==> src/rtl/atcs_params.svh <==
// Constants for the arbitrary-board trigger and clock select block.
// Assumes a single 200 MHz clock and an active-low asynchronous reset.
//
// Contract
// - High internal_n passes comparator trigger; low lets choice decide.
// - Internal: choice low picks square logic, high picks divider clock out.
// - Low sequencer counter clear line clears the state counter.
// - Stop flag high at stop address; complement low there.
// - Source enable low forces run high; pulse low needs both enables.
// - Override high picks decoder strobe as phase clock; else alt choice.
// - Low trigger block line inhibits the state machine trigger circuit.
// - Oscillator shutdown high stops the oscillator; low lets it run.
// - Each control register latches data on its own strobe's rising edge.
// - Active-low bank enable; its two registers respond only while low.
// - Wave memory output enabled only while memory enable line is low.
// - Low slow slew select chooses slow slew rate.
// - Breakpoint flag high at each programmed breakpoint address.
// - Accumulator drives memory address; registers supply its preset.
// - Divider counts while run high; cleared while run low. The code holds it while oscillator shutdown is high.
// - Override low: alt choice low clocks from divider, high from trigger.
`ifndef ATCS_PARAMS_SVH
`define ATCS_PARAMS_SVH
`define ATCS_ADDR_W     13
`define ATCS_DIV_W      16
`define ATCS_NREG       15
// Register index map (strobe number)
`define ATCS_R_PRESET_LO 0
`define ATCS_R_PRESET_HI 1
`define ATCS_R_CTRL_A    2
`define ATCS_R_CTRL_B    4
`define ATCS_R_BANK0     13
`define ATCS_R_BANK1     14
// Control A bit positions
`define ATCS_B_INT_N     0
`define ATCS_B_CHOICE    1
`define ATCS_B_CLR_N     2
`define ATCS_B_FSE       3
`define ATCS_B_SYNC      4
`define ATCS_B_OVR       5
`define ATCS_B_ALT       6
`define ATCS_B_VCO       7
// Control B bit positions
`define ATCS_B_MEM_EN_N  0
`define ATCS_B_SLEW_N    1
`define ATCS_B_TRIG_BLK  2
// Safe reset values: memory off, oscillator off, trigger blocked
`define ATCS_RST_CTRL_A  8'h84
`define ATCS_RST_CTRL_B  8'h07
`define ATCS_RST_DATA    8'h00
`endif

==> src/rtl/atcs_pkg.sv <==
// Types for the trigger and clock select block.
// Assumes atcs_params.svh for all numbers.
`include "atcs_params.svh"
package atcs_pkg;
    typedef logic [7:0]                 atcs_byte_t;
    typedef logic [`ATCS_ADDR_W-1:0]    atcs_addr_t;
    typedef logic [`ATCS_NREG-1:0]      atcs_strobes_t;
    typedef enum logic [1:0] {
        ATCS_PH_DIVIDER,
        ATCS_PH_TRIG,
        ATCS_PH_DECODE
    } atcs_phsrc_t;
endpackage

==> src/rtl/atcs_trigger_clock_select.sv <==
// Control registers, trigger and phase clock selection, divider,
// phase accumulator and wave memory flags of the arbitrary board.
// Assumes strobes and board signals arrive asynchronously to i_clock.
`timescale 1ns/1ps
`include "atcs_params.svh"
module atcs_trigger_clock_select (
    // Clock and reset
    input  wire logic                    i_clock,
    input  wire logic                    i_resetn,
    input  wire logic                    i_clk_en,
    // Processor side
    input  wire atcs_pkg::atcs_byte_t    i_data,
    input  wire atcs_pkg::atcs_strobes_t i_reg_strobe,
    input  wire logic                    i_bank_enable_n,
    // Board signals in
    input  wire logic                    i_comparator_trigger,
    input  wire logic                    i_square_logic,
    input  wire logic                    i_trigger_request,
    input  wire logic                    i_trigger_block_n,
    input  wire logic                    i_phase_step,
    input  wire logic                    i_preset_load,
    input  wire logic                    i_state_step,
    input  wire atcs_pkg::atcs_addr_t    i_stop_address,
    input  wire atcs_pkg::atcs_addr_t    i_breakpoint_address,
    input  wire logic [15:0]             i_divide_ratio,
    // Outputs
    output logic                         o_selected_trigger_buffered,
    output logic                         o_divider_clock_out,
    output logic                         o_divider_run,
    output atcs_pkg::atcs_phsrc_t        o_phase_source,
    output logic                         o_phase_clock,
    output atcs_pkg::atcs_addr_t         o_wave_memory_address,
    output atcs_pkg::atcs_addr_t         o_accumulator_preset,
    output logic                         o_end_flag,
    output logic                         o_end_flag_n,
    output logic                         o_breakpoint_flag,
    output logic                         o_wave_memory_enable,
    output logic                         o_slow_slew_select_n,
    output logic                         o_oscillator_shutdown,
    output logic                         o_trigger_inhibited,
    output logic [3:0]                   o_state_count
);
    import atcs_pkg::*;

    ////////////////////////////////////////////////////////////////////////
    // Input synchronisers; first stage read only by the second
    localparam int SW = `ATCS_NREG + 6;
    logic [SW-1:0] sync1_ff;
    logic [SW-1:0] sync2_ff;
    logic [SW-1:0] sync3_ff;
    atcs_byte_t    data1_ff;
    atcs_byte_t    data2_ff;
    always_ff @(posedge i_clock or negedge i_resetn) begin
        if (!i_resetn) begin
            sync1_ff <= '0;
            sync2_ff <= '0;
            sync3_ff <= '0;
            data1_ff <= '0;
            data2_ff <= '0;
        end else if (i_clk_en) begin
            sync1_ff <= {i_reg_strobe, i_bank_enable_n, i_comparator_trigger,
                         i_square_logic, i_trigger_request,
                         i_trigger_block_n, i_phase_step};
            sync2_ff <= sync1_ff;
            sync3_ff <= sync2_ff;
            // Same depth as the strobes, so data is valid at the latch edge
            data1_ff <= i_data;
            data2_ff <= data1_ff;
        end
    end
    logic          bank_n_s;
    logic          cmp_s;
    logic          sq_s;
    logic          trq_s;
    logic          blk_n_s;
    logic          step_s;
    atcs_strobes_t strobe_rise;
    assign bank_n_s = sync2_ff[5];
    assign cmp_s    = sync2_ff[4];
    assign sq_s     = sync2_ff[3];
    assign trq_s    = sync2_ff[2] & ~sync3_ff[2];
    assign blk_n_s  = sync2_ff[1];
    assign step_s   = sync2_ff[0] & ~sync3_ff[0];
    assign strobe_rise = sync2_ff[SW-1:6] & ~sync3_ff[SW-1:6];

    ////////////////////////////////////////////////////////////////////////
    // Control registers
    atcs_byte_t regs_ff [`ATCS_NREG];
    function automatic logic in_bank(input int idx);
        return idx == `ATCS_R_BANK0 || idx == `ATCS_R_BANK1;
    endfunction
    always_ff @(posedge i_clock or negedge i_resetn) begin
        if (!i_resetn) begin
            for (int k = 0; k < `ATCS_NREG; k++) begin
                regs_ff[k] <= `ATCS_RST_DATA;
            end
            regs_ff[`ATCS_R_CTRL_A] <= `ATCS_RST_CTRL_A;
            regs_ff[`ATCS_R_CTRL_B] <= `ATCS_RST_CTRL_B;
        end else if (i_clk_en) begin
            for (int k = 0; k < `ATCS_NREG; k++) begin
                if (strobe_rise[k] && (!in_bank(k) || !bank_n_s)) begin
                    regs_ff[k] <= data2_ff;
                end
            end
        end
    end
    atcs_byte_t ca;
    atcs_byte_t cb;
    assign ca = regs_ff[`ATCS_R_CTRL_A];
    assign cb = regs_ff[`ATCS_R_CTRL_B];

    ////////////////////////////////////////////////////////////////////////
    // Trigger selection
    logic trig_nxt;
    always_comb begin
        if (ca[`ATCS_B_INT_N]) begin
            trig_nxt = cmp_s;
        end else if (ca[`ATCS_B_CHOICE]) begin
            trig_nxt = o_divider_clock_out;
        end else begin
            trig_nxt = sq_s;
        end
    end
    always_ff @(posedge i_clock or negedge i_resetn) begin
        if (!i_resetn) begin
            o_selected_trigger_buffered <= 1'b0;
        end else if (i_clk_en) begin
            o_selected_trigger_buffered <= trig_nxt;
        end
    end

    ////////////////////////////////////////////////////////////////////////
    // Trigger circuit and divider run
    logic inhibit;
    assign inhibit = !blk_n_s || cb[`ATCS_B_TRIG_BLK];
    assign o_trigger_inhibited = inhibit;
    logic run_pulse_n;
    assign run_pulse_n = !(trq_s && !inhibit);
    always_ff @(posedge i_clock or negedge i_resetn) begin
        if (!i_resetn) begin
            o_divider_run <= 1'b1;
        end else if (i_clk_en) begin
            o_divider_run <= !ca[`ATCS_B_FSE] || !ca[`ATCS_B_SYNC]
                             || run_pulse_n;
        end
    end

    ////////////////////////////////////////////////////////////////////////
    // Programmable divider; oscillator shutdown freezes it while run is high
    logic [`ATCS_DIV_W-1:0] div_ff;
    assign o_oscillator_shutdown = ca[`ATCS_B_VCO];
    always_ff @(posedge i_clock or negedge i_resetn) begin
        if (!i_resetn) begin
            div_ff              <= '0;
            o_divider_clock_out <= 1'b0;
        end else if (i_clk_en) begin
            if (!o_divider_run) begin
                div_ff              <= '0;
                o_divider_clock_out <= 1'b0;
            end else if (!o_oscillator_shutdown) begin
                if (div_ff >= i_divide_ratio) begin
                    div_ff              <= '0;
                    o_divider_clock_out <= ~o_divider_clock_out;
                end else begin
                    div_ff <= div_ff + 1'b1;
                end
            end
        end
    end

    ////////////////////////////////////////////////////////////////////////
    // Phase clock selection
    atcs_phsrc_t src;
    logic        ph_nxt;
    always_comb begin
        if (ca[`ATCS_B_OVR]) begin
            src    = ATCS_PH_DECODE;
            ph_nxt = step_s;
        end else if (ca[`ATCS_B_ALT]) begin
            src    = ATCS_PH_TRIG;
            ph_nxt = o_selected_trigger_buffered;
        end else begin
            src    = ATCS_PH_DIVIDER;
            ph_nxt = o_divider_clock_out;
        end
    end
    logic ph_prev_ff;
    always_ff @(posedge i_clock or negedge i_resetn) begin
        if (!i_resetn) begin
            o_phase_source <= ATCS_PH_DIVIDER;
            o_phase_clock  <= 1'b0;
            ph_prev_ff     <= 1'b0;
        end else if (i_clk_en) begin
            o_phase_source <= src;
            o_phase_clock  <= ph_nxt;
            ph_prev_ff     <= o_phase_clock;
        end
    end

    ////////////////////////////////////////////////////////////////////////
    // Phase accumulator and wave memory flags
    atcs_addr_t preset;
    assign preset = {regs_ff[`ATCS_R_PRESET_HI][4:0],
                     regs_ff[`ATCS_R_PRESET_LO]};
    always_ff @(posedge i_clock or negedge i_resetn) begin
        if (!i_resetn) begin
            o_wave_memory_address <= '0;
            o_accumulator_preset  <= '0;
        end else if (i_clk_en) begin
            o_accumulator_preset <= preset;
            if (i_preset_load) begin
                o_wave_memory_address <= preset;
            end else if (o_phase_clock && !ph_prev_ff) begin
                o_wave_memory_address <= o_wave_memory_address + 1'b1;
            end
        end
    end
    assign o_end_flag   = o_wave_memory_address == i_stop_address;
    assign o_end_flag_n = ~o_end_flag;
    assign o_breakpoint_flag =
        o_wave_memory_address == i_breakpoint_address;
    assign o_wave_memory_enable = !cb[`ATCS_B_MEM_EN_N];
    assign o_slow_slew_select_n = cb[`ATCS_B_SLEW_N];

    ////////////////////////////////////////////////////////////////////////
    // State counter
    always_ff @(posedge i_clock or negedge i_resetn) begin
        if (!i_resetn) begin
            o_state_count <= 4'h0;
        end else if (i_clk_en) begin
            if (!ca[`ATCS_B_CLR_N]) begin
                o_state_count <= 4'h0;
            end else if (i_state_step && !inhibit) begin
                o_state_count <= o_state_count + 4'h1;
            end
        end
    end
endmodule // atcs_trigger_clock_select

==> config.mk <==
export PLATFORM = sky130hd
export DESIGN_NAME = atcs_trigger_clock_select
export DESIGN_NICKNAME = d
export VERILOG_FILES = /design/src/rtl/atcs_pkg.sv /design/src/rtl/atcs_trigger_clock_select.sv
export VERILOG_INCLUDE_DIRS = /design/src /design/src/rtl
export SDC_FILE = /design/constraint.sdc
export NUM_CORES = 1
export LEC_CHECK = 0
export BUFFER_PORTS_ARGS = -buffer_cell sky130_fd_sc_hd__buf_2
export CORE_ASPECT_RATIO = 1.1
export CORE_MARGIN = 2
export CORE_UTILIZATION = 55
export CTS_CLUSTER_DIAMETER = 50
export CTS_CLUSTER_SIZE = 25
export DETAILED_ROUTE_END_ITERATION = 12
export GPL_TIMING_DRIVEN = 0
export PLACE_DENSITY = 0.88
export SLEW_MARGIN = 20
export SYNTH_ARGS = -nofsm -noshare
export SYNTH_HDL_FRONTEND = slang
export SYNTH_SLANG_ARGS = --single-unit
==> constraint.sdc <==
create_clock -name i_clock -period 2.1 [get_ports i_clock]
set_input_delay 0.21 -clock i_clock [delete_from_list [all_inputs] [get_ports i_clock]]
set_output_delay 0.21 -clock i_clock [all_outputs]
set_load 0.005 [all_outputs]
==> results of run 1 <==
[repair_timing]
item | 4_1_cts | 5_1_grt
endpoints found under the setup margin | 15 | 19
hold endpoints to repair | 33 | 0
pin swaps | 1 | 15
hold buffers | 1 | 0
resized for setup | 7 | 18
buffers inserted | 4 | 10
[flip-flops by register name (all words and copies together), names as in the netlist, 9 cells and up]
signal	cells
sync2_ff	9
preset	13
o_wave_memory_address	13
div_ff	16
sync1_ff	9
o_accumulator_preset	13
[worst reg2reg max path, delay by kind of cell (launching register included)]
kind / cells / cell delay (ns)
flops: 1 / 0.41
compound gates: 3 / 0.75
simple gates: 1 / 0.18
fa+ha+maj: 1 / 0.31
mux: 1 / 0.33
[worst min path at each step]
stage	slack, ns	to	start	cells past startpoint
after global routing	0.03	sync1_ff[2]	i_trigger_request	2
after detailed placement	0.12	data1_ff[1]	i_resetn	1
after global placement	0.44	data1_ff[6]	i_data[6]	2
after floorplan	-0.09	ca[0]	i_resetn	0
after CTS	0.03	data1_ff[6]	i_data[6]	2
final	0.04	sync1_ff[10]	i_reg_strobe[4]	2
[through the flow]
stage,util [%],setup slack [ns],std cells
global route,70.5,-0.0595,761
detailed placement,62.6,-0.00905,720
global placement,62.2,-0.452,719
finish,70.5,0.0141,761
CTS,68.9,0.00547,754
floorplan,-,0.234,492
[power groups by stage]
stage               clock (W)  sequential (W)  combinational, W
detailed placement          0         0.00366           0.00221
global placement            0         0.00361           0.00207
global route          0.00299         0.00384           0.00258
floorplan                   0         0.00349           0.00141
finish                0.00284         0.00374           0.00235
CTS                   0.00287         0.00368           0.00223
[cells in the mapped netlist (all sizes together), types with 8 or more instances]
cell type	n
buf	8
nor2	24
o21ai	33
ha	19
nand4	12
dfrtp	111
mux2	82
clkbuf	14
xnor2	14
nand2	22
nand3	15
xor2	23
a21oi	18
inv	26
[logic make-up (layout without fill, tap and decap cells)]
family                     count (synthesis)  after routing
and+or+nand+nor                          109            109
muxes                                     87             87
buffers and inverters                     48            194
AOI/OAI and AO/OA                         75             75
DFF                                      117            117
adders and majority gates                 19             19
xor gates and xnor gates                  37             37
[routing by layer]
| layer | global-route usage, % | wire, microns | vias to the layer above |
|---|---|---|---|
| met4 | 8.29 | 201 | 0 |
| met1 | 29.6 | 5500 | 2161 |
| met3 | 4.85 | 621 | 22 |
| met2 | 42.3 | 7040 | 165 |
| li1 | - | - | 2020 |
| met5 | 0 | 0 | - |
[area by class of cell]
class | instances | area [sq um] | share of cell area [%]
sequential | 117 | 2940 | 40.7
multi-input combinational | 327 | 2680 | 37.1
timing repair buffer | 120 | 669 | 9.26
clock buffer | 30 | 534 | 7.39
tap | 123 | 154 | 2.13
inverter | 26 | 97.6 | 1.35
buffer | 16 | 83.8 | 1.16
clock inverter | 2 | 60.1 | 0.831
==> summary.md, run 1 <==
The run gives 2.37 ns as the endpoint arrival time on the critical path. In this run, synthesis inferred 0 flip-flops with an integrated enable. The achievable clock frequency is 479 MHz, and the proportion of register bits with asynchronous set or reset after synthesis is 100%. The number of sinks on the clock net is 117. Synthesis inferred 117 register bits.

Of the total power, the share spent switching nets is 30.2%. Clock latency on the worst-skew pair, taken at its later pin, is 0.40 ns. The total area inside the core boundary comes to 10200 sq um. Synthesis produced a netlist whose cell count is 492.

At the pin with the least slew margin, the transition time is 0.706 ns. Relative to the synthesized area, the layout overhead comes to 26.7%. The tools report the setup clock skew after layout as 0.0100 ns.

The area share of the largest cell type after synthesis is 48.7%, and the residual DRC count is 0. Of the cells placed in the final design, the portion with a size suffix greater than 1 is 40.8%. The number of port buffers came out at 104. Setup repair after global routing could not meet its margin everywhere. Buffers inserted during clock tree synthesis total 17.

The detailed-route vias per instance works out to 5.74. On the worst path, the slowest cell contributes a delay of 0.41 ns. By area the synthesized netlist is led by sky130_fd_sc_hd__dfrtp_1, sky130_fd_sc_hd__mux2_2, sky130_fd_sc_hd__ha_1. For the static power due to leakage, the log shows 3.35 nW. The clock transition time at the flip-flop clock pins of the worst setup and hold paths works out to 0.05 ns. In this run, distinct cell masters in the synthesized netlist total 47.

Setup violations remaining at the end of the flow were counted as 0. For this design the ratio of total power to cell area is 1240 nW/um^2. The largest net degree at the start of global routing was 85; the initial core utilization was 55.7%. The floorplan has 39 rows.

The floorplan die width was 101 microns; the maximum fanout encountered on the critical timing path was 4. The via count of the first global-routing pass is 4363, and the number of buffers and inverters on the critical path is 0. The run gives 720 as the layout net count. The run gives 0 ns as the accumulated negative setup slack. The critical path is of the flip-flop to flip-flop type. The first global-routing pass estimated 21.3 mm of wire. Summed over all layers, the global routing overflow is 0. The overall power after layout was 0.00893 W; the number of nets with antenna violations after detailed routing was 0. The type of element capturing the critical path is a flip-flop. The post-synthesis xor/xnor area fraction works out to 5.68%.

Net load switching power: 0.00269 W. Leaving out fill and tap cells, the most frequent cells in the layout are sky130_fd_sc_hd__buf_2, sky130_fd_sc_hd__dfrtp_1, sky130_fd_sc_hd__mux2_2. The tools report the origin of the critical flop-to-flop path as div_ff[14]. After detailed placement, the total cell area comes to 6410 sq um.

The tightest slew margin relative to the limit is 52.4%, and the critical path depth in cells is 6. The adder-cell share of the synthesized area works out to 4.17%. TritonCTS built the clock tree. Maximum buffer depth of the clock tree: 2. Broken down by cell family, the worst path's largest delay share belongs to compound AO/OA/AOI/OAI gates. The tools report the total standard cell area after synthesis as 5700 sq um.

The most critical setup path has its endpoint at o_divider_clock_out. The most used flip-flop cell after synthesis is sky130_fd_sc_hd__dfrtp_1. The run gives 13.4 mm as the detailed-route wire length. The type of the most critical hold path was primary input to flip-flop.

The overall die area is 11200 sq um. The master of the slowest instance on the critical path was sky130_fd_sc_hd__dfrtp_1. For the worst setup path, the data required time is 2.38 ns. Synthesis produced a netlist with a net count of 587. The logs give 31.8% for the clock network fraction of total power and 7230 sq um for the final instance area. The internal power of the cells totals 0.00624 W.

Across the run, the number of max-cap violations was 0. Dividing the detail-routed wire length by the instance count gives 17.6 microns. Subtracting the final worst setup slack from the clock period gives 2.09 ns. For this design the top-level I/O count stands at 119. The logs give 0.905 for the weighted congestion at the end of routability-driven global placement and 51.5% for the sequential element share of the synthesized area. The signal on the critical path passes through ha_1, nand4_1, o21ai_0, a311oi_4, a31oi_4, mux2_4. Sequential cells account for 41.9% of the total power. The run gives 740 uV as the maximum VDD drop. Measured along the y axis, the die boundary spans 111 microns.

Across all layers, the routed design uses 4368 vias. The tightest hold path in the finished design has a slack of 0.0420 ns. The final critical path takes up 99.3% of the cycle. The worst setup path is launched from a flip-flop. Launching element of the worst setup path: div_ff[14]. The combinational share of power came out at 26.3%. Global routing used 24.3% of the available tracks. Summed over all nets, the half-perimeter wirelength after detailed placement is 9.17 mm. Yosys printed 0 warnings. The destination of the worst register-to-register timing path was o_divider_clock_out.

The tools report the final number of hold-violating endpoints as 0. Clock tree synthesis selected as its root buffer the cell sky130_fd_sc_hd__clkbuf_16. The count of cells along the worst register-to-register path is 6, and the number of max-slew violations in the final report is 0.

For the number of fill cells, the log shows 682. The flow ran to the end, and the final reports show no timing, DRC or antenna violations. Measured against the total synthesized area, the mux share comes to 17.1%.

The fraction of the mapped netlist area in compound gates works out to 7.76%. The synthesized design spends more area on one cell type than any other, namely sky130_fd_sc_hd__dfrtp_1. After synthesis, the largest family of logic cells by area is multiplexers. After synthesis, the mean cell area works out to 11.6 sq um. The number of antenna diodes in the final layout is 0. The tools report the number of detailed-routing iterations run before antenna repair as 5. The initial antenna violation count is 0. The minimum setup slack among reg-to-reg paths was 0.01 ns. In this run, the number of DRC markers left after iteration 0 of detailed routing was 264. The CTS H-tree depth came out at 4. The commonest non-fill, non-tap cell in the layout was sky130_fd_sc_hd__buf_2.

The simple-gate share of the synthesized area is 10.4%.
Power figures use the tool's default switching activity.
==> run 2, diff against run 1 <==
- BUFFER_PORTS_ARGS: -buffer_cell sky130_fd_sc_hd__buf_2 -> -buffer_cell sky130_fd_sc_hd__buf_4
==> run 2 against run 1 <==
Against the previous run:
- clock power about the same
- hold slack worse by 0.013 ns
- sequential cell count unchanged
- non-clock buffer count down 5
- utilization up 1.3 points
- largest cell class unchanged
- largest power group unchanged
- combinational power up 2%
==> summary.md, run 2 (synthesized netlist as in run 1, its figures left out) <==
Wire length of the first global-routing pass: 22.7 mm (was 21.3 mm). Type of element capturing the critical path: an output pin (was a flip-flop). Area of the core: 10200 sq um (unchanged).

The average detailed-routed wire length per instance works out to 18.4 microns (was 17.6 microns). The type of the most critical hold path was primary input to flip-flop (unchanged). The via count was 4420 (was 4368). For the number of sinks on the clock net, the log shows 117 (unchanged). The height of the die was 111 microns (unchanged); the achievable clock frequency was 492 MHz (was 479 MHz). The register containing the most flip-flops in the final layout was div_ff (unchanged). The tools report the overall die area as 11200 sq um (unchanged).

Setup repair after global routing could not meet its margin everywhere. The iteration-0 DRC count of the detailed router was 280 (was 264); the number of max-slew violations in the final report was 0 (unchanged). The initial core utilization was 55.7% (unchanged); the number of maximum-capacitance constraint violations was 0 (unchanged).

The clock transition time at the flip-flop clock pins of the worst setup and hold paths works out to 0.05 ns (about the same). The critical path required time is 1.89 ns (was 2.38 ns). The number of top-level pins is 119 (unchanged), and the CTS H-tree depth is 4 (unchanged). The flip-flop count of the largest register after layout works out to 16 (unchanged).

The tools report the launching element type of the critical path as a flip-flop (unchanged). The number of fill cells was 652 (was 682). Maximum fanout encountered on the critical timing path: 8 (was 4). The detailed-route vias per instance came out at 5.85 (was 5.74).

Highest-count cells in the layout ignoring fill and taps: sky130_fd_sc_hd__buf_4, sky130_fd_sc_hd__dfrtp_1, sky130_fd_sc_hd__mux2_2 (was sky130_fd_sc_hd__buf_2, sky130_fd_sc_hd__dfrtp_1, sky130_fd_sc_hd__mux2_2). The residual DRC count came out at 0 (unchanged). The run finished with clean final reports. Global router's overall resource usage: 26.0% (was 24.3%).

The clock root buffer was sky130_fd_sc_hd__clkbuf_16 (unchanged). The maximum buffer depth of the clock tree was 2 (unchanged); the initial antenna violation count was 0 (unchanged). The final clock period utilization by the worst path is 96.8% (was 99.3%), and the number of detailed-routing iterations run before antenna repair is 5 (unchanged).

The tools report the static power due to leakage as 3.39 nW (was 3.35 nW). Clock buffer count from CTS: 17 (unchanged). The number of core rows is 39 (unchanged), and the endpoint arrival time on the critical path is 1.82 ns (was 2.37 ns). Commonest non-fill, non-tap cell in the layout: sky130_fd_sc_hd__buf_4 (was sky130_fd_sc_hd__buf_2). The final HPWL from detailed placement is 9.18 mm (was 9.17 mm). The logs give 71.8% (was 70.5%) for the final design utilization and 0.0287 ns (was 0.0420 ns) for the worst hold slack after final layout.

TritonCTS built the clock tree. The maximum VDD drop was 826 uV (was 740 uV); the floorplan die width was 101 microns (unchanged). The share of layout cells above drive strength 1 works out to 39.2% (was 40.8%). The transition at the pin with the smallest max-transition slack is 0.877 ns (was 0.706 ns), and the tightest slew margin relative to the limit is 41.5% (was 52.4%).

The detailed-route wire length was 13.9 mm (was 13.4 mm). For the remaining global-route overflow, the log shows 0 (unchanged). The logs give 0 (unchanged) for the final number of hold-violating endpoints and 0 (unchanged) for the total setup violations reported at the end of the flow. For the insertion delay to the later sink of the worst-skew pair, the log shows 0.41 ns (was 0.40 ns). The kind of critical path was flip-flop to output pin (was flip-flop to flip-flop).

The number of port buffers works out to 104 (unchanged). Minimum clock period: 2.03 ns (was 2.09 ns). Setup clock skew after layout: 0.0128 ns (was 0.0100 ns). The run gives 0.885 (was 0.905) as the weighted congestion at the end of routability-driven global placement. The run gives 0 (unchanged) as the total inserted antenna cells. The power density over the cells is 1240 nW/um^2 (about the same), and the via count of the first global-routing pass is 4553 (was 4363). The number of nets with antenna violations after detailed routing was 0 (unchanged); the largest net degree at the start of global routing was 118 (was 85). The layout overhead on the synthesized area works out to 29.0% (was 26.7%). The run gives 715 (was 720) as the layout net count.
==> run 2: cell types whose count changed in the layout (fill, tap and decap cells not counted), moves of 2 or more <==
cell,previous run,this run
sky130_fd_sc_hd__ha_4,3,0
sky130_fd_sc_hd__dfrtp_2,6,2
sky130_fd_sc_hd__buf_4,15,114
sky130_fd_sc_hd__nor4_1,4,2
sky130_fd_sc_hd__nor4_2,1,3
sky130_fd_sc_hd__buf_6,3,1
sky130_fd_sc_hd__dfrtp_1,105,109
sky130_fd_sc_hd__buf_2,107,5
sky130_fd_sc_hd__ha_1,16,19
==> run 2: path summary, 6_finish.rpt <==
path | from | slack [ns] | cells past startpoint | to
max | o_wave_memory_address[5] | 0.07 | 5 | o_breakpoint_flag
min | i_trigger_block_n | 0.03 | 2 | sync1_ff[1]
max reg2reg | div_ff[14] | 0.08 | 6 | o_divider_clock_out
min reg2reg | sync3_ff[8] | 0.50 | 1 | sync3_ff[8]
max in group asynchronous | i_resetn | 0.97 | 2 | o_wave_memory_address[5]
min in group asynchronous | i_resetn | 0.49 | 2 | data1_ff[6]
==> run 2: layout make-up <==
cell class	count	area, sq um	share of cell area, %
Multi-Input combinational cell	327	2630	35.7
Sequential cell	117	2940	39.9
Inverter	26	97.6	1.33
Timing Repair Buffer	115	870	11.8
Clock inverter	4	72.6	0.986
Tap cell	123	154	2.09
Clock buffer	28	517	7.02
Buffer	16	80.1	1.09
==> run 2: routing by layer <==
layer	share of wire [%]	GRT usage, %	vias to the layer above	wire length (microns)
li1	-	-	2008	-
met1	40	32.8	2204	5560
met2	53	43.8	177	7330
met3	5.2	5.55	31	727
met4	2.4	9.64	0	333
met5	0	0	-	0
==> run 2: repair_timing <==
action                     4_1_cts  5_1_grt
pin swaps                        5        6
hold endpoints to repair        26        0
resized for setup                9        7
gates cloned                     1        0
setup endpoints to repair       19       19
hold buffers                     1        0
setup buffers                    4        5
==> run 2: stage by stage <==
stage / instance area, sq um / setup slack, ns / std cells / TNS, ns / total power, W
floorplan: 5700 / 0.234 / 492 / 0 / 0.00490
global placement: 6640 / 0.0369 / 719 / 0 / 0.00593
detailed placement: 6640 / -0.0872 / 719 / -0.759 / 0.00611
CTS: 7300 / 0.00505 / 754 / 0 / 0.00907
global route: 7360 / -0.0897 / 756 / -0.110 / 0.00955
finish: 7360 / 0.0667 / 756 / 0 / 0.00909
==> run 2: critical path, stage by stage (launching register included) <==
cell,delay (ns)
sky130_fd_sc_hd__dfrtp_2,0.46
sky130_fd_sc_hd__xor2_1,0.19
sky130_fd_sc_hd__nor4_2,0.28
sky130_fd_sc_hd__nand4_1,0.14
sky130_fd_sc_hd__nor4_2,0.19
sky130_fd_sc_hd__buf_4,0.16
==> run 2: power by group <==
part           total (W)  internal, W  switching [W]
Clock            0.00287      0.00190       0.000972
Combinational    0.00240      0.00139        0.00101
Sequential       0.00382      0.00300       0.000817
Total            0.00909      0.00629        0.00280
==> run 3, diff against run 2 <==
- CORE_MARGIN: 2 -> 8
==> run 3 against run 2 <==
Against the previous run:
- the flow now finishes with violations (setup timing)
- sequential power about the same
- cell area up 0.32%
- critical path depth up 1
- clock power increased by 3%
- die area grew 24%
- first-iteration DRC count down 0.36%
- routed wire length grew 3.1%
- setup slack got worse by 0.11 ns
- utilization is 0.23 points higher
- cell count is the same
- sequential share of layout area decreased by 0.061 points
- via count up 0.41%
==> summary.md, run 3 (synthesized netlist as in run 1, its figures left out) <==
The flow ran to the end, but the final reports show violations. The final reports fail on setup timing. Highest-count cells in the layout ignoring fill and taps: sky130_fd_sc_hd__buf_4, sky130_fd_sc_hd__dfrtp_1, sky130_fd_sc_hd__mux2_2 (unchanged). The transition at the pin with the smallest max-transition slack was 0.888 ns (was 0.877 ns); the number of top-level pins was 119 (unchanged).

The cell type group with the largest total delay on the critical path was simple AND/OR/NAND/NOR gates (unchanged). The minimum clock period is 2.14 ns (was 2.03 ns). The run gives 0.41 ns (about the same) as the insertion delay to the later sink of the worst-skew pair. The average detailed-routed wire length per instance is 19.0 microns (was 18.4 microns).

The launching element of the worst setup path is div_ff[10] (was o_wave_memory_address[5]). Origin of the critical flop-to-flop path: div_ff[10] (was div_ff[14]). The floorplan die width is 113 microns (was 101 microns).

Delay contributed by the slowest stage of the critical path: 0.44 ns (was 0.46 ns). The logs give 2.43 ns (was 1.82 ns) for the endpoint arrival time on the critical path and 40.8% (was 41.5%) for the tightest slew margin relative to the limit. The net load switching power was 0.00281 W (was 0.00280 W). The residual DRC count was 0 (unchanged); the final HPWL from detailed placement was 9.78 mm (was 9.18 mm).

Clock root buffer: sky130_fd_sc_hd__clkbuf_16 (unchanged). Design internal power: 0.00643 W (was 0.00629 W). The total inserted antenna cells came out at 0 (unchanged). The clock transition time at the flip-flop clock pins of the worst setup and hold paths works out to 0.06 ns (was 0.05 ns). Master of the slowest instance on the critical path: sky130_fd_sc_hd__dfrtp_1 (was sky130_fd_sc_hd__dfrtp_2). The tools report the met3 track utilization from global routing as 5.81% (was 5.55%). TritonCTS built the clock tree. For the number of max-slew violations in the final report, the log shows 0 (unchanged). The tools report the end point of the critical path as o_divider_clock_out (was o_breakpoint_flag). The run gives 2.40 ns (was 1.89 ns) as the critical path required time.

The tools report the launching element type of the critical path as a flip-flop (unchanged). The share of layout cells above drive strength 1 was 40.6% (was 39.2%); the minimum setup slack among reg-to-reg paths was -0.04 ns (was 0.08 ns). The register containing the most flip-flops in the final layout is div_ff (unchanged).

The run gives 643 (was 652) as the number of fill cells. Initial core utilization: 55.7% (unchanged). Destination of the worst register-to-register timing path: o_divider_clock_out (unchanged). The run gives 4438 (was 4420) as the via count. Ordered list of cells on the worst path: ha_1, nand4_1, nor2_1, nand2_1, a31oi_2, mux2_2 (was xor2_1, nor4_2, nand4_1, nor4_2, buf_4).

The number of detailed-routing iterations run before antenna repair is 4 (was 5), and the total setup violations reported at the end of the flow is 1 (was 0). The remaining global-route overflow is 0 (unchanged), and the part of the power in registers is 41.1% (was 42.0%). The clock network fraction of total power came out at 32.1% (was 31.6%). The commonest non-fill, non-tap cell in the layout is sky130_fd_sc_hd__buf_4 (unchanged). The kind of critical path is flip-flop to flip-flop (was flip-flop to output pin).

The number of sinks on the clock net was 117 (unchanged). The logs give 4 (unchanged) for the CTS H-tree depth and 279 (was 280) for the iteration-0 DRC count of the detailed router. Detailed-route wire length: 14.4 mm (was 13.9 mm). The layout overhead on the synthesized area was 29.4% (was 29.0%). The routing layer with the top usage in global route was met2 (unchanged). The achievable clock frequency is 468 MHz (was 492 MHz), and the number of maximum-capacitance constraint violations is 0 (unchanged).

The final clock period utilization by the worst path works out to 102% (was 96.8%). Combinational share of power: 26.9% (was 26.4%). The critical path depth in cells is 6 (was 5). The run gives -0.0388 ns (was 0 ns) as the accumulated negative setup slack. The number of port buffers is 104 (unchanged), and the worst hold slack after final layout is 0.0339 ns (was 0.0287 ns). Overall die area: 13900 sq um (was 11200 sq um).

The number of buffers and inverters on the critical path came out at 0 (was 1). The maximum fanout encountered on the critical timing path works out to 5 (was 8). The power density over the cells came out at 1250 nW/um^2 (was 1240 nW/um^2). Maximum VDD drop: 794 uV (was 826 uV).

The final number of hold-violating endpoints came out at 0 (unchanged). The largest net degree at the start of global routing was 118 (unchanged); the detailed-route vias per instance was 5.87 (was 5.85). The clock buffer count from CTS was 17 (unchanged); the weighted congestion at the end of routability-driven global placement was 0.902 (was 0.885). The flip-flop count of the largest register after layout is 16 (unchanged), and the cell count of the worst hold path is 2 (unchanged). For the global router's overall resource usage, the log shows 21.2% (was 26.0%).

The height of the die came out at 123 microns (was 111 microns). The run gives 4734 (was 4553) as the via count of the first global-routing pass. The count of cells along the worst register-to-register path is 6 (unchanged).

The setup slack of the critical path after layout came out at -0.0388 ns (was 0.0667 ns). The type of element capturing the critical path was a flip-flop (was an output pin). The number of nets with antenna violations after detailed routing was 0 (unchanged); the static power due to leakage was 3.43 nW (was 3.39 nW).

The number of core rows came out at 39 (unchanged). The area of the core is 10200 sq um (unchanged). Switching power share of the total: 30.4% (was 30.8%). The wire length of the first global-routing pass was 23.2 mm (was 22.7 mm).

The layout net count is 715 (unchanged), and the global routing usage on met2 is 36.4% (was 43.8%). Type of the most critical hold path: primary input to flip-flop (unchanged). Setup clock skew after layout: 0.00865 ns (was 0.0128 ns). The logs give 24.0% (was 32.8%) for the met1 global-route usage and 2 (unchanged) for the maximum buffer depth of the clock tree.

The run gives 0 (unchanged) as the initial antenna violation count. Setup repair after global routing could not meet its margin everywhere.
[run 3: changes by cell type in the layout (fill, tap and decap cells not counted), moves of 2 or more]
cell,before,now
sky130_fd_sc_hd__clkbuf_1,14,9
sky130_fd_sc_hd__clkinv_2,1,5
sky130_fd_sc_hd__dfrtp_1,109,105
sky130_fd_sc_hd__dfrtp_2,2,6
sky130_fd_sc_hd__xnor2_1,14,12
sky130_fd_sc_hd__xnor2_2,0,2
[run 3: worst reg2reg max path, stage by stage, from the launching register on]
cell,delay [ns]
sky130_fd_sc_hd__dfrtp_1,0.44
sky130_fd_sc_hd__ha_1,0.36
sky130_fd_sc_hd__nand4_1,0.12
sky130_fd_sc_hd__nor2_1,0.21
sky130_fd_sc_hd__nand2_1,0.21
sky130_fd_sc_hd__a31oi_2,0.33
sky130_fd_sc_hd__mux2_2,0.37
[run 3: through the flow]
step | std cells | total power [W] | util (%) | setup slack, ns | area, sq um
floorplan | 492 | 0.00490 | - | 0.234 | 5700
global placement | 719 | 0.00594 | 64.8 | 0.0368 | 6640
detailed placement | 719 | 0.00613 | 64.8 | -0.0927 | 6640
CTS | 755 | 0.00921 | 71.6 | 0.00206 | 7340
global route | 756 | 0.00970 | 72.0 | -0.0707 | 7380
finish | 756 | 0.00924 | 72.0 | -0.0388 | 7380
[run 3: cell type report]
type                            count  area (sq um)  share of cell area [%]
Clock buffer                       23           488                    6.61
Timing Repair Buffer              116           880                    11.9
Sequential cell                   117          2940                    39.9
Tap cell                          123           154                    2.08
Inverter                           26          97.6                    1.32
Multi-Input combinational cell    327          2620                    35.4
Clock inverter                      9           124                    1.68
Buffer                             15          80.1                    1.08
[run 3: layer usage]
metal | vias to the layer above | wire length [microns]
met1 | 2195 | 5650
li1 | 2014 | -
met4 | 0 | 384
met5 | - | 0
met2 | 188 | 7490
met3 | 41 | 846
[run 3: power groups by stage]
stage	registers (W)	clock network, W	logic, W
after floorplan	0.00349	0	0.00141
after global placement	0.00364	0	0.00230
after detailed placement	0.00369	0	0.00243
after CTS	0.00372	0.00299	0.00250
after global routing	0.00388	0.00311	0.00271
final	0.00380	0.00296	0.00248
[run 3: how the worst min path moves through the flow]
stage                          startpoint           end  slack (ns)
final                     i_reg_strobe[4]  sync1_ff[10]        0.03
after global routing            i_data[3]   data1_ff[3]        0.03
after CTS                       i_data[2]   data1_ff[2]        0.02
after detailed placement         i_resetn   data1_ff[3]        0.43
after global placement          i_data[6]   data1_ff[6]        0.45
after floorplan                  i_resetn         ca[0]       -0.09
[run 3: what timing repair did]
action                                  in CTS  in global routing
hold endpoints to repair                     4                  0
resized for setup                           11                  6
pin swaps                                    6                  9
endpoints found under the setup margin      18                 19
setup buffers                                7                  4
hold buffers                                 1                  0
